**src/relay_timing_pkg.sv**
```systemverilog
// constants and types for the relay timing functions block
// assumes a single 125 MHz system clock
package relay_timing_pkg;
   localparam int unsigned CLK_HZ       = 125_000_000;
   localparam int unsigned TICK_US      = 1000;
   localparam int unsigned TICK_CYCLES  = (CLK_HZ / 1_000_000) * TICK_US;
   localparam int unsigned PULSE_MS     = 500;
   localparam int unsigned PULSE_TICKS  = PULSE_MS * 1000 / TICK_US;
   localparam int unsigned DELAY_W      = 24;
   localparam int unsigned DIV_W        = 20;

   typedef enum logic [1:0] {
      FN_ONESHOT = 2'h0,
      FN_REPEAT  = 2'h1,
      FN_PULSE   = 2'h2
   } func_t;

   typedef enum logic [4:0] {
      ST_IDLE  = 5'h01,
      ST_ON    = 5'h02,
      ST_OFF   = 5'h04,
      ST_WAIT  = 5'h08,
      ST_DONE  = 5'h10
   } state_t;
endpackage

```
**src/tick_if.sv**
```systemverilog
// timebase tick carrier between the top and its tick generator
// assumes one clock domain
`timescale 1ns/1ps
interface tick_if;
   logic tick;
   modport src (output tick);
   modport dst (input  tick);
endinterface

```
**src/relay_timing_functions.sv**
```systemverilog
// relay timing functions: one-shot, repeat cycle, pulse generator
// assumes supply, trigger and function inputs come from pins
//
// Summary of operation
// - one-shot accepts triggers once supply present
// - trigger energizes contact and starts delay
// - delay expiry de-energizes contact
// - retrigger restarts delay, contact stays on
// - fast trigger cycling holds contact on
// - supply loss returns contact to shelf
// - repeat: energize at supply, start delay
// - repeat: off interval equals preset delay
// - repeat: alternate while supply stays present
// - repeat and pulse ignore trigger input
// - pulse: wait delay, then fixed pulse
// - one pulse per power-up
`timescale 1ns/1ps
module relay_timing_functions #(
   parameter int unsigned TICK_CYCLES = relay_timing_pkg::TICK_CYCLES,
   parameter int unsigned PULSE_TICKS = relay_timing_pkg::PULSE_TICKS
) (
   input  wire logic                                clk_sys,
   input  wire logic                                nrst,
   input  wire logic                                supplyIn,
   input  wire logic                                triggerIn,
   input  wire logic [1:0]                          funcSel,
   input  wire logic [relay_timing_pkg::DELAY_W-1:0] presetTicks,
   output logic                                     contactOut
);
   localparam int unsigned W = relay_timing_pkg::DELAY_W;
   localparam logic [W-1:0] PULSE_LAST = W'(PULSE_TICKS - 1);

   typedef struct packed {
      logic [1:0]                supSync;
      logic [1:0]                trgSync;
      logic [1:0][1:0]           fnSync;
      logic [1:0][W-1:0]         dlySync;
      logic                      trgPrev;
      relay_timing_pkg::func_t   func;
      relay_timing_pkg::state_t  state;
      logic [W-1:0]              cnt;
      logic                      contact;
   } rt_t;

   rt_t st_reg;
   rt_t st_next;
   tick_if tk ();

   // ---------------------------------------------------------------
   // timebase
   // ---------------------------------------------------------------
   relay_tick_gen #(.TICK_CYCLES(TICK_CYCLES)) u_tick (
      .clk_sys (clk_sys),
      .nrst    (nrst),
      .tk      (tk.src)
   );

   // ---------------------------------------------------------------
   // helpers
   // ---------------------------------------------------------------
   // true when an interval of len ticks has fully elapsed
   function automatic logic expired(input logic [W-1:0] c,
                                    input logic [W-1:0] len);
      expired = (len == '0) || (c >= len - 1'b1);
   endfunction

   function automatic relay_timing_pkg::func_t decode_func(
      input logic [1:0] f);
      case (f)
         2'h1:    decode_func = relay_timing_pkg::FN_REPEAT;
         2'h2:    decode_func = relay_timing_pkg::FN_PULSE;
         default: decode_func = relay_timing_pkg::FN_ONESHOT;
      endcase
   endfunction

   logic         supply;
   logic         trig;
   logic         trigRise;
   logic         tick;
   logic [W-1:0] preset;
   logic [W-1:0] onLen;

   assign supply   = st_reg.supSync[1];
   assign trig     = st_reg.trgSync[1];
   assign trigRise = trig && !st_reg.trgPrev;
   assign tick     = tk.tick;
   assign preset   = st_reg.dlySync[1];
   // pulse length is fixed; other modes time the preset
   assign onLen    = (st_reg.func == relay_timing_pkg::FN_PULSE) ?
                     PULSE_LAST + 1'b1 : preset;

   // ---------------------------------------------------------------
   // function state machine
   // ---------------------------------------------------------------
   always_comb begin
      st_next = st_reg;
      st_next.supSync = {st_reg.supSync[0], supplyIn};
      st_next.trgSync = {st_reg.trgSync[0], triggerIn};
      st_next.trgPrev = trig;
      st_next.fnSync  = {st_reg.fnSync[0], funcSel};
      st_next.dlySync = {st_reg.dlySync[0], presetTicks};
      if (tick) begin
         st_next.cnt = st_reg.cnt + 1'b1;
      end
      if (!supply) begin
         // static select latched only while unpowered
         st_next.func    = decode_func(st_reg.fnSync[1]);
         st_next.state   = relay_timing_pkg::ST_IDLE;
         st_next.contact = 1'b0;
         st_next.cnt     = '0;
      end else begin
         case (st_reg.state)
            relay_timing_pkg::ST_IDLE: begin
               st_next.cnt = '0;
               case (st_reg.func)
                  relay_timing_pkg::FN_REPEAT: begin
                     st_next.state   = relay_timing_pkg::ST_ON;
                     st_next.contact = 1'b1;
                  end
                  relay_timing_pkg::FN_PULSE: begin
                     st_next.state = relay_timing_pkg::ST_WAIT;
                  end
                  default: begin
                     if (trigRise) begin
                        st_next.state   = relay_timing_pkg::ST_ON;
                        st_next.contact = 1'b1;
                     end
                  end
               endcase
            end
            relay_timing_pkg::ST_ON: begin
               if (st_reg.func == relay_timing_pkg::FN_ONESHOT &&
                   trigRise) begin
                  st_next.cnt = '0;
               end else if (tick && expired(st_reg.cnt, onLen)) begin
                  st_next.cnt = '0;
                  st_next.contact = 1'b0;
                  if (st_reg.func == relay_timing_pkg::FN_REPEAT) begin
                     st_next.state = relay_timing_pkg::ST_OFF;
                  end else if (st_reg.func ==
                               relay_timing_pkg::FN_PULSE) begin
                     st_next.state = relay_timing_pkg::ST_DONE;
                  end else begin
                     st_next.state = relay_timing_pkg::ST_IDLE;
                  end
               end
            end
            relay_timing_pkg::ST_OFF: begin
               // trigger never looked at here
               if (tick && expired(st_reg.cnt, preset)) begin
                  st_next.cnt     = '0;
                  st_next.state   = relay_timing_pkg::ST_ON;
                  st_next.contact = 1'b1;
               end
            end
            relay_timing_pkg::ST_WAIT: begin
               if (tick && expired(st_reg.cnt, preset)) begin
                  st_next.cnt     = '0;
                  st_next.state   = relay_timing_pkg::ST_ON;
                  st_next.contact = 1'b1;
               end
            end
            relay_timing_pkg::ST_DONE: begin
               // hold until supply drops; only a power cycle rearms
               st_next.cnt = '0;
            end
            default: begin
               st_next.state   = relay_timing_pkg::ST_IDLE;
               st_next.contact = 1'b0;
            end
         endcase
      end
   end

   always_ff @(posedge clk_sys or negedge nrst) begin
      if (!nrst) begin
         st_reg <= '{supSync: 2'h0, trgSync: 2'h0, trgPrev: 1'b0,
                    fnSync: '0, dlySync: '0,
                    func: relay_timing_pkg::FN_ONESHOT,
                    state: relay_timing_pkg::ST_IDLE,
                    cnt: '0, contact: 1'b0};
      end else begin
         st_reg <= st_next;
      end
   end

   assign contactOut = st_reg.contact;

   // ---------------------------------------------------------------
   // checks
   // ---------------------------------------------------------------
   property p_shelf;
      @(posedge clk_sys) disable iff (!nrst)
      !supply |=> !contactOut;
   endproperty
   a_shelf: assert property (p_shelf)
      else $error("contact on without supply");

   property p_trig_on;
      @(posedge clk_sys) disable iff (!nrst)
      supply && st_reg.func == relay_timing_pkg::FN_ONESHOT && trigRise
      |=> contactOut;
   endproperty
   a_trig_on: assert property (p_trig_on)
      else $error("trigger did not energize contact");

   property p_retrig;
      @(posedge clk_sys) disable iff (!nrst)
      supply && st_reg.func == relay_timing_pkg::FN_ONESHOT && trigRise
      && st_reg.state == relay_timing_pkg::ST_ON |=> st_reg.cnt == '0;
   endproperty
   a_retrig: assert property (p_retrig)
      else $error("retrigger did not restart delay");

   property p_repeat_start;
      @(posedge clk_sys) disable iff (!nrst)
      $rose(supply) && st_reg.func == relay_timing_pkg::FN_REPEAT
      |=> contactOut;
   endproperty
   a_repeat_start: assert property (p_repeat_start)
      else $error("repeat did not start energized");

   property p_oneshot_off;
      @(posedge clk_sys) disable iff (!nrst)
      $fell(contactOut) && supply &&
      st_reg.func == relay_timing_pkg::FN_ONESHOT
      |-> st_reg.state == relay_timing_pkg::ST_IDLE;
   endproperty
   a_oneshot_off: assert property (p_oneshot_off)
      else $error("one-shot release into wrong state");

   property p_repeat_off;
      @(posedge clk_sys) disable iff (!nrst)
      $fell(contactOut) && supply && $past(supply) &&
      st_reg.func == relay_timing_pkg::FN_REPEAT
      |-> st_reg.state == relay_timing_pkg::ST_OFF && st_reg.cnt == '0;
   endproperty
   a_repeat_off: assert property (p_repeat_off)
      else $error("repeat off interval not started");

   property p_one_pulse;
      @(posedge clk_sys) disable iff (!nrst)
      st_reg.state == relay_timing_pkg::ST_DONE && supply
      |=> !contactOut;
   endproperty
   a_one_pulse: assert property (p_one_pulse)
      else $error("second pulse in one power-up");

   property p_func_static;
      @(posedge clk_sys) disable iff (!nrst)
      supply && $past(supply) |-> $stable(st_reg.func);
   endproperty
   a_func_static: assert property (p_func_static)
      else $error("function changed while powered");
endmodule

```
**src/relay_tick_gen.sv**
```systemverilog
// free-running timebase tick generator
// assumes clk_sys at the package rate
`timescale 1ns/1ps
module relay_tick_gen #(
   parameter int unsigned TICK_CYCLES = relay_timing_pkg::TICK_CYCLES
) (
   input  wire logic clk_sys,
   input  wire logic nrst,
   tick_if.src       tk
);
   typedef struct packed {
      logic [relay_timing_pkg::DIV_W-1:0] div;
      logic                               tick;
   } tg_t;

   localparam int unsigned   DW       = relay_timing_pkg::DIV_W;
   localparam logic [DW-1:0] DIV_LAST = DW'(TICK_CYCLES - 1);

   tg_t st_reg;
   tg_t st_next;

   always_comb begin
      st_next = st_reg;
      st_next.tick = (st_reg.div == DIV_LAST);
      if (st_reg.div == DIV_LAST) begin
         st_next.div = '0;
      end else begin
         st_next.div = st_reg.div + 1'b1;
      end
   end

   always_ff @(posedge clk_sys or negedge nrst) begin
      if (!nrst) begin
         st_reg <= '0;
      end else begin
         st_reg <= st_next;
      end
   end

   assign tk.tick = st_reg.tick;
endmodule

```
**config.mk**
```make
export PLATFORM = sky130hd
export DESIGN_NAME = relay_timing_functions
export DESIGN_NICKNAME = d
export VERILOG_FILES = /design/src/relay_timing_pkg.sv /design/src/tick_if.sv /design/src/relay_timing_functions.sv /design/src/relay_tick_gen.sv
export SDC_FILE = /design/constraint.sdc
export NUM_CORES = 1
export LEC_CHECK = 0
export BUFFER_PORTS_ARGS = -buffer_cell sky130_fd_sc_hd__buf_2
export CAP_MARGIN = 10
export CORE_MARGIN = 2
export CORE_UTILIZATION = 52
export DETAILED_ROUTE_END_ITERATION = 7
export PLACE_DENSITY = 0.83
export SLEW_MARGIN = 20
export SYNTH_ARGS = -nofsm -noshare
export SYNTH_HDL_FRONTEND = slang
export SYNTH_SLANG_ARGS = --single-unit
```
**constraint.sdc**
```tcl
create_clock -name clk_sys -period 4.5 [get_ports clk_sys]
set_input_delay 0.675 -clock clk_sys [delete_from_list [all_inputs] [get_ports clk_sys]]
set_output_delay 0.675 -clock clk_sys [all_outputs]
set_load 0.01 [all_outputs]
```
---- After elaboration in Yosys (flattened, before gate mapping) ----
Cells that the tools add are included.
word-level totals
  register bits after elaboration ......... 110
  input bits .............................. 30
  word-level logic and storage cells ...... 69
operators by class
  add/subtract/negate cells ............... 4
  order comparisons ....................... 2
  equality and inequality tests ........... 17
  muxes and demuxes ....................... 19
  reduce and logical (&&, ||, !) cells .... 14
operators by type and width
  cell                     number
  $mux W30                 3
  $mux W24                 3
  $pmux W24 S3             1
  $ge A24 B24 Y1           2
  $logic_not A24 Y1        2
  $sub A24 B1 Y24 const B  2
  $add A24 B1 Y24 const B  1
  $add A20 B1 Y20 const B  1
  $eq A20 B17 Y1 const B   1
  $mux W20                 1
  $mux W5                  4
  $pmux W5 S4              1
  $pmux W5 S2              1
  $ne A3 B3 Y1 const B     3
  $reduce_and A6 Y1        1
  $eq A5 B1 Y1 const B     1
  $eq A5 B2 Y1 const B     1
  $eq A5 B3 Y1 const B     1
  $eq A5 B4 Y1 const B     1
  $eq A5 B5 Y1 const B     1
  $ne A5 B5 Y1 const B     1
  $reduce_and A5 Y1        1
  $eq A2 B1 Y1 const B     2
  $eq A2 B2 Y1 const B     2
  12 further kinds         18

---- Longest topological paths before layout ----
  word-level depth ........................ 10
  mapped depth ............................ 21
  depth with buffers taken out ............ 18

---- Cells and area by module ----
Synthesis repeated with hierarchy kept, for this count alone.
unflattened totals
  cell total of the unflattened synthesis .. 586
  area total of the unflattened synthesis .. 6037.0 µm²
modules (own cells, without submodules)
  module                  instances  cells an instance  area each (µm²)  sequential area each (µm²)
  relay_timing_functions  1          495                5033.6           2228.4
  relay_tick_gen          1          91                 1003.5           525.5

---- Least setup slack after synthesis ----
Ideal clock, no wire load.
  path type ............................... reg2reg
  start point ............................. register st_reg (netlist bit preset[4])
  end point ............................... register st_reg[26] (netlist bit)
  library setup time ...................... 125 ps
  arrival ................................. 4296 ps
  data required time ...................... 4375 ps
  setup slack ............................. 80 ps
  cell stages (with the launch flop) ...... 16
  buffers on the path ..................... 1
  period minus slack after synthesis ...... 4420 ps
  path through ............................ dfrtp_1 > buf_6 > or4_4 > or4_4 > or3_4 > or3_4 > nor3_2 > xnor2_1 > ha_1 > nand4_1 > nor3_1 > nor3_1 > a31oi_1 > o21ai_0 > o41ai_2 > mux2_2
between the ends
  cells in the longest elaborated chain, start to end .. 7
ends and longest elaborated chain
  item                                    line                           source
  from (decl)                             relay_timing_functions.sv:45   rt_t st_reg;
  from (signal assigned)                  relay_timing_functions.sv:177  st_reg <= '{supSync: 2'h0, trgSync: 2'h0, trgPrev: 1'b0,
  from (signal assigned)                  relay_timing_functions.sv:183  st_reg <= st_next;
  $mux W24                                relay_timing_functions.sv:89   assign onLen = (st_reg.func == relay_timing_pkg::FN_PULSE) ?
  $sub A24 B1 Y24                         relay_timing_functions.sv:64   expired = (len == '0) || (c >= len - 1'b1);
  $ge A24 B24 Y1                          relay_timing_functions.sv:64
  $logic_or A1 B1 Y1                      relay_timing_functions.sv:64
  $logic_and A1 B1 Y1                     relay_timing_functions.sv:135  end else if (tick && expired(st_reg.cnt, onLen)) begin
  $ne A3 B3 Y1 (no source line)           n/a
  $reduce_and A5 Y1 (no source line) (*)  n/a
Mark *: on every way between the ends. The rest lies on a longest branch, timed or not.
A chain may end at the register's enable or synchronous reset.

---- Worst setup path in the final report ----
  start point ............................. register st_reg (netlist bit preset[3])
  end point ............................... register st_reg[27] (netlist bit)
Same word-level chain as after synthesis.

==> flow_summary.json <==
{
  "first_global_vias": 4789,
  "grt_usage_pct": 21.82,
  "cts_tree": "yes",
  "setup_slack_ns": -0.05251,
  "ys_seq_area_share_pct": 45.89,
  "clk_pin_slew_ns": 0.07,
  "worst_pin_slew_ns": 0.7972,
  "wirelength_um": 13410,
  "cp.arrival_ns": 4.79,
  "rsz0062_at_grt": "yes",
  "h-tree-depth": 3,
  "crit_path_top_delay_cell": "or4_4",
  "cts_hold_repair.buffers": 0,
  "grt_first_pass_wirelength_um": 21990,
  "synth_top_area_share_pct": 45.45,
  "area.growth.synth_to_final_pct": 16.37,
  "wl_met2_um": 6898,
  "slew_viol_final": 0,
  "wl_met3_um": 649,
  "final_common_cell": "dfrtp_1",
  "dpl.hpwl_um": 9625,
  "clock_latency_ns": 0.35,
  "clock-sinks": 110,
  "routedWlPerCell_um": 16.60,
  "violations": "setup timing",
  "timing.hold.ws_ns": 0.2035,
  "vias": 4655,
  "yosysWarnings": 0,
  "yosysTopAreaCell": "dfrtp_1",
  "post-route-period-util_pct": 101.2,
  "viasPerCell": 5.761,
  "firstDrtPassIters": 4,
  "stdcell_area_mm2": 0.006983,
  "cts_buffer_depth": 2,
  "synth_area_per_cell_um2": 9.968,
  "final-instance-count-excl-fill": 808,
  "fmax_ghz": 0.2197,
  "drtIter0Drc": 264,
  "ant_nets": 0,
  "leakagePower_nw": 3.176,
  "clock_skew_ns": 0.006630,
  "drive_gt1_share_pct": 17.14,
  "row_count": 39,
  "place_congestion": 0.9068,
  "grt_max_degree": 82,
  "max_cap_viol_count": 0,
  "die_x_um": 111.4,
  "die-area_mm2": 0.01242,
  "top_layer_used": "met4",
  "synth_seq_cells": 110,
  "pin_count": 31,
  "initial_core_util_pct": 53.01,
  "postPlaceCellArea_mm2": 0.006484,
  "synth_area_leaders": "dfrtp_1 (45%), ha_1 (12%), xnor2_1 (6.6%), nand2_1 (4.9%), xor2_1 (4.4%)",
  "powerDensity_mw_per_mm2": 328.6,
  "post-route-util_pct": 61.68,
  "cts_inserted_buffers": 9,
  "yosysUniqueCellTypes": 49,
  "crit_path_start_kind": "register",
  "num_antenna_cells": 0,
  "crit_type": "reg -> reg",
  "cp_num_buf_inv": 1,
  "root_buffer": "clkbuf_16",
  "grt_antenna_before_repair": 0,
  "crit_path_cell_trace": "or4_4 -> or4_4 -> or3_4 -> or3_4 -> nor3_4 -> xnor2_2 -> or2_1 -> ha_1 -> and4_4 -> nand2_1 -> a31oi_4 -> a211oi_2 -> o41ai_2 -> buf_4 -> mux2_4",
  "finalSetupViolCount": 23,
  "crit_path_end_kind": "register",
  "syn_nets": 689,
  "slew_headroom_pct": 46.36,
  "max_stage_delay_ns": 0.54,
  "largest_reg_flops": 35,
  "grt_overflow": 0,
  "fp.dieH_um": 111.4,
  "dp_cells": 788,
  "synthesis.instances": 602,
  "portBuffers": 30,
  "final_cell_mix": "dfrtp_1 (109), nand2_1 (77), nor2_1 (66), ha_1 (56), xnor2_1 (44)",
  "fin_nets": 747,
  "netlist_area_mm2": 0.006001,
  "cp.required_ns": 4.74,
  "setup_tns_ns": -0.4260,
  "pre_cts_ws_ns": -0.02466,
  "finalHoldViolCount": 0,
  "power_mw": 2.295,
  "critical_path_peak_fanout": 3,
  "crit_cells": 15,
  "status": "finished, violations left",
  "period_needed_ns": 4.553,
  "drc_errors": 0,
  "hold_path.class": "in -> async",
  "ir_drop_v": 0.0002242,
  "routedLengthMet1_um": 5525,
  "path_delay_family": "simple AND/OR/NAND/NOR gates",
  "reg2regPathDepth": 15,
  "core_region_area_mm2": 0.01132
}
worst register-to-register path, stage by stage, from the launching register on:
cell	delay (ns)
dfrtp_1	0.38
or4_4	0.54
or4_4	0.51
or3_4	0.40
or3_4	0.37
nor3_4	0.23
xnor2_2	0.10
or2_1	0.23
ha_1	0.30
and4_4	0.21
nand2_1	0.08
a31oi_4	0.19
a211oi_2	0.12
o41ai_2	0.32
buf_4	0.18
mux2_4	0.29
layout make-up:
class / count / area (µm²)
Clock inverter: 6 / 80.08
Inverter: 11 / 41.29
Sequential cell: 110 / 2754
Fill cell: 914 / 4338
Multi-Input combinational cell: 467 / 3278
Tap cell: 143 / 178.9
Clock buffer: 10 / 229.0
Timing Repair Buffer: 61 / 421.7
final timing paths:
path                                             from                endpoint  slack (ns)
worst max-delay path              preset[3]$_DFF_PN0_  st_reg[27]$_DFFE_PN0P_       -0.05
worst min-delay path                             nrst   st_next[63]$_DFF_PN0_        0.20
worst max register to register    preset[3]$_DFF_PN0_  st_reg[27]$_DFFE_PN0P_       -0.05
worst min register to register  st_next[73]$_DFF_PN0_    preset[16]$_DFF_PN0_        0.35
max in group asynchronous                        nrst    st_reg[18]$_DFF_PN0_        3.62
min in group clk_sys            st_next[73]$_DFF_PN0_    preset[16]$_DFF_PN0_        0.35
layer usage:
layer	up-vias	GRT usage [%]
met5	-	0
met4	0	9.383
met3	33	3.702
met2	135	37.80
met1	2288	27.09
li1	2199	-
report_power, final:
group | internal (mW) | switching (mW)
logic | 0.172 | 0.236
clock network | 0.444 | 0.371
registers | 1.03 | 0.0406
total | 1.65 | 0.648
cell families (layout without fill, tap and decap cells):
| family | count (synthesis) | in the layout | synth area share [%] |
|---|---|---|---|
| AO/OA/AOI/OAI | 56 | 56 | 6.047 |
| XOR/XNOR | 75 | 75 | 10.95 |
| adder cells (fa/ha/maj) | 57 | 57 | 11.88 |
| buffers and inverters | 25 | 88 | 1.751 |
| flip-flops | 110 | 110 | 45.89 |
| multiplexers | 4 | 4 | 0.7297 |
| AND/OR/NAND/NOR | 275 | 275 | 22.75 |
Yosys cell counts (all sizes together):
cell and count:
a2111oi 3, a211oi 2, a21o 1, a21oi 17, a221oi 3, a311oi 1, a31oi 3, and2 1
and3 11, and4 4, buf 4, clkbuf 10, dfrtp 109, dfstp 1, ha 57, inv 11
mux2 3, mux2i 1, nand2 78, nand2b 15, nand3 21, nand3b 2, nand4 11, nor2 67
nor2b 5, nor3 21, nor3b 1, nor4 12, nor4b 1, o211ai 3, o21a 2, o21ai 15
o21bai 1, o221a 1, o22ai 2, o41ai 2, or2 9, or3 8, or4 8, xnor2 45
xor2 30
timing repair:
action                                  4_1_cts  5_1_grt
pin swaps                                     1       13
resized for setup                             4       24
setup buffers                                 0        3
endpoints found under the setup margin        2       30
(Power assumes the default switching activity.)
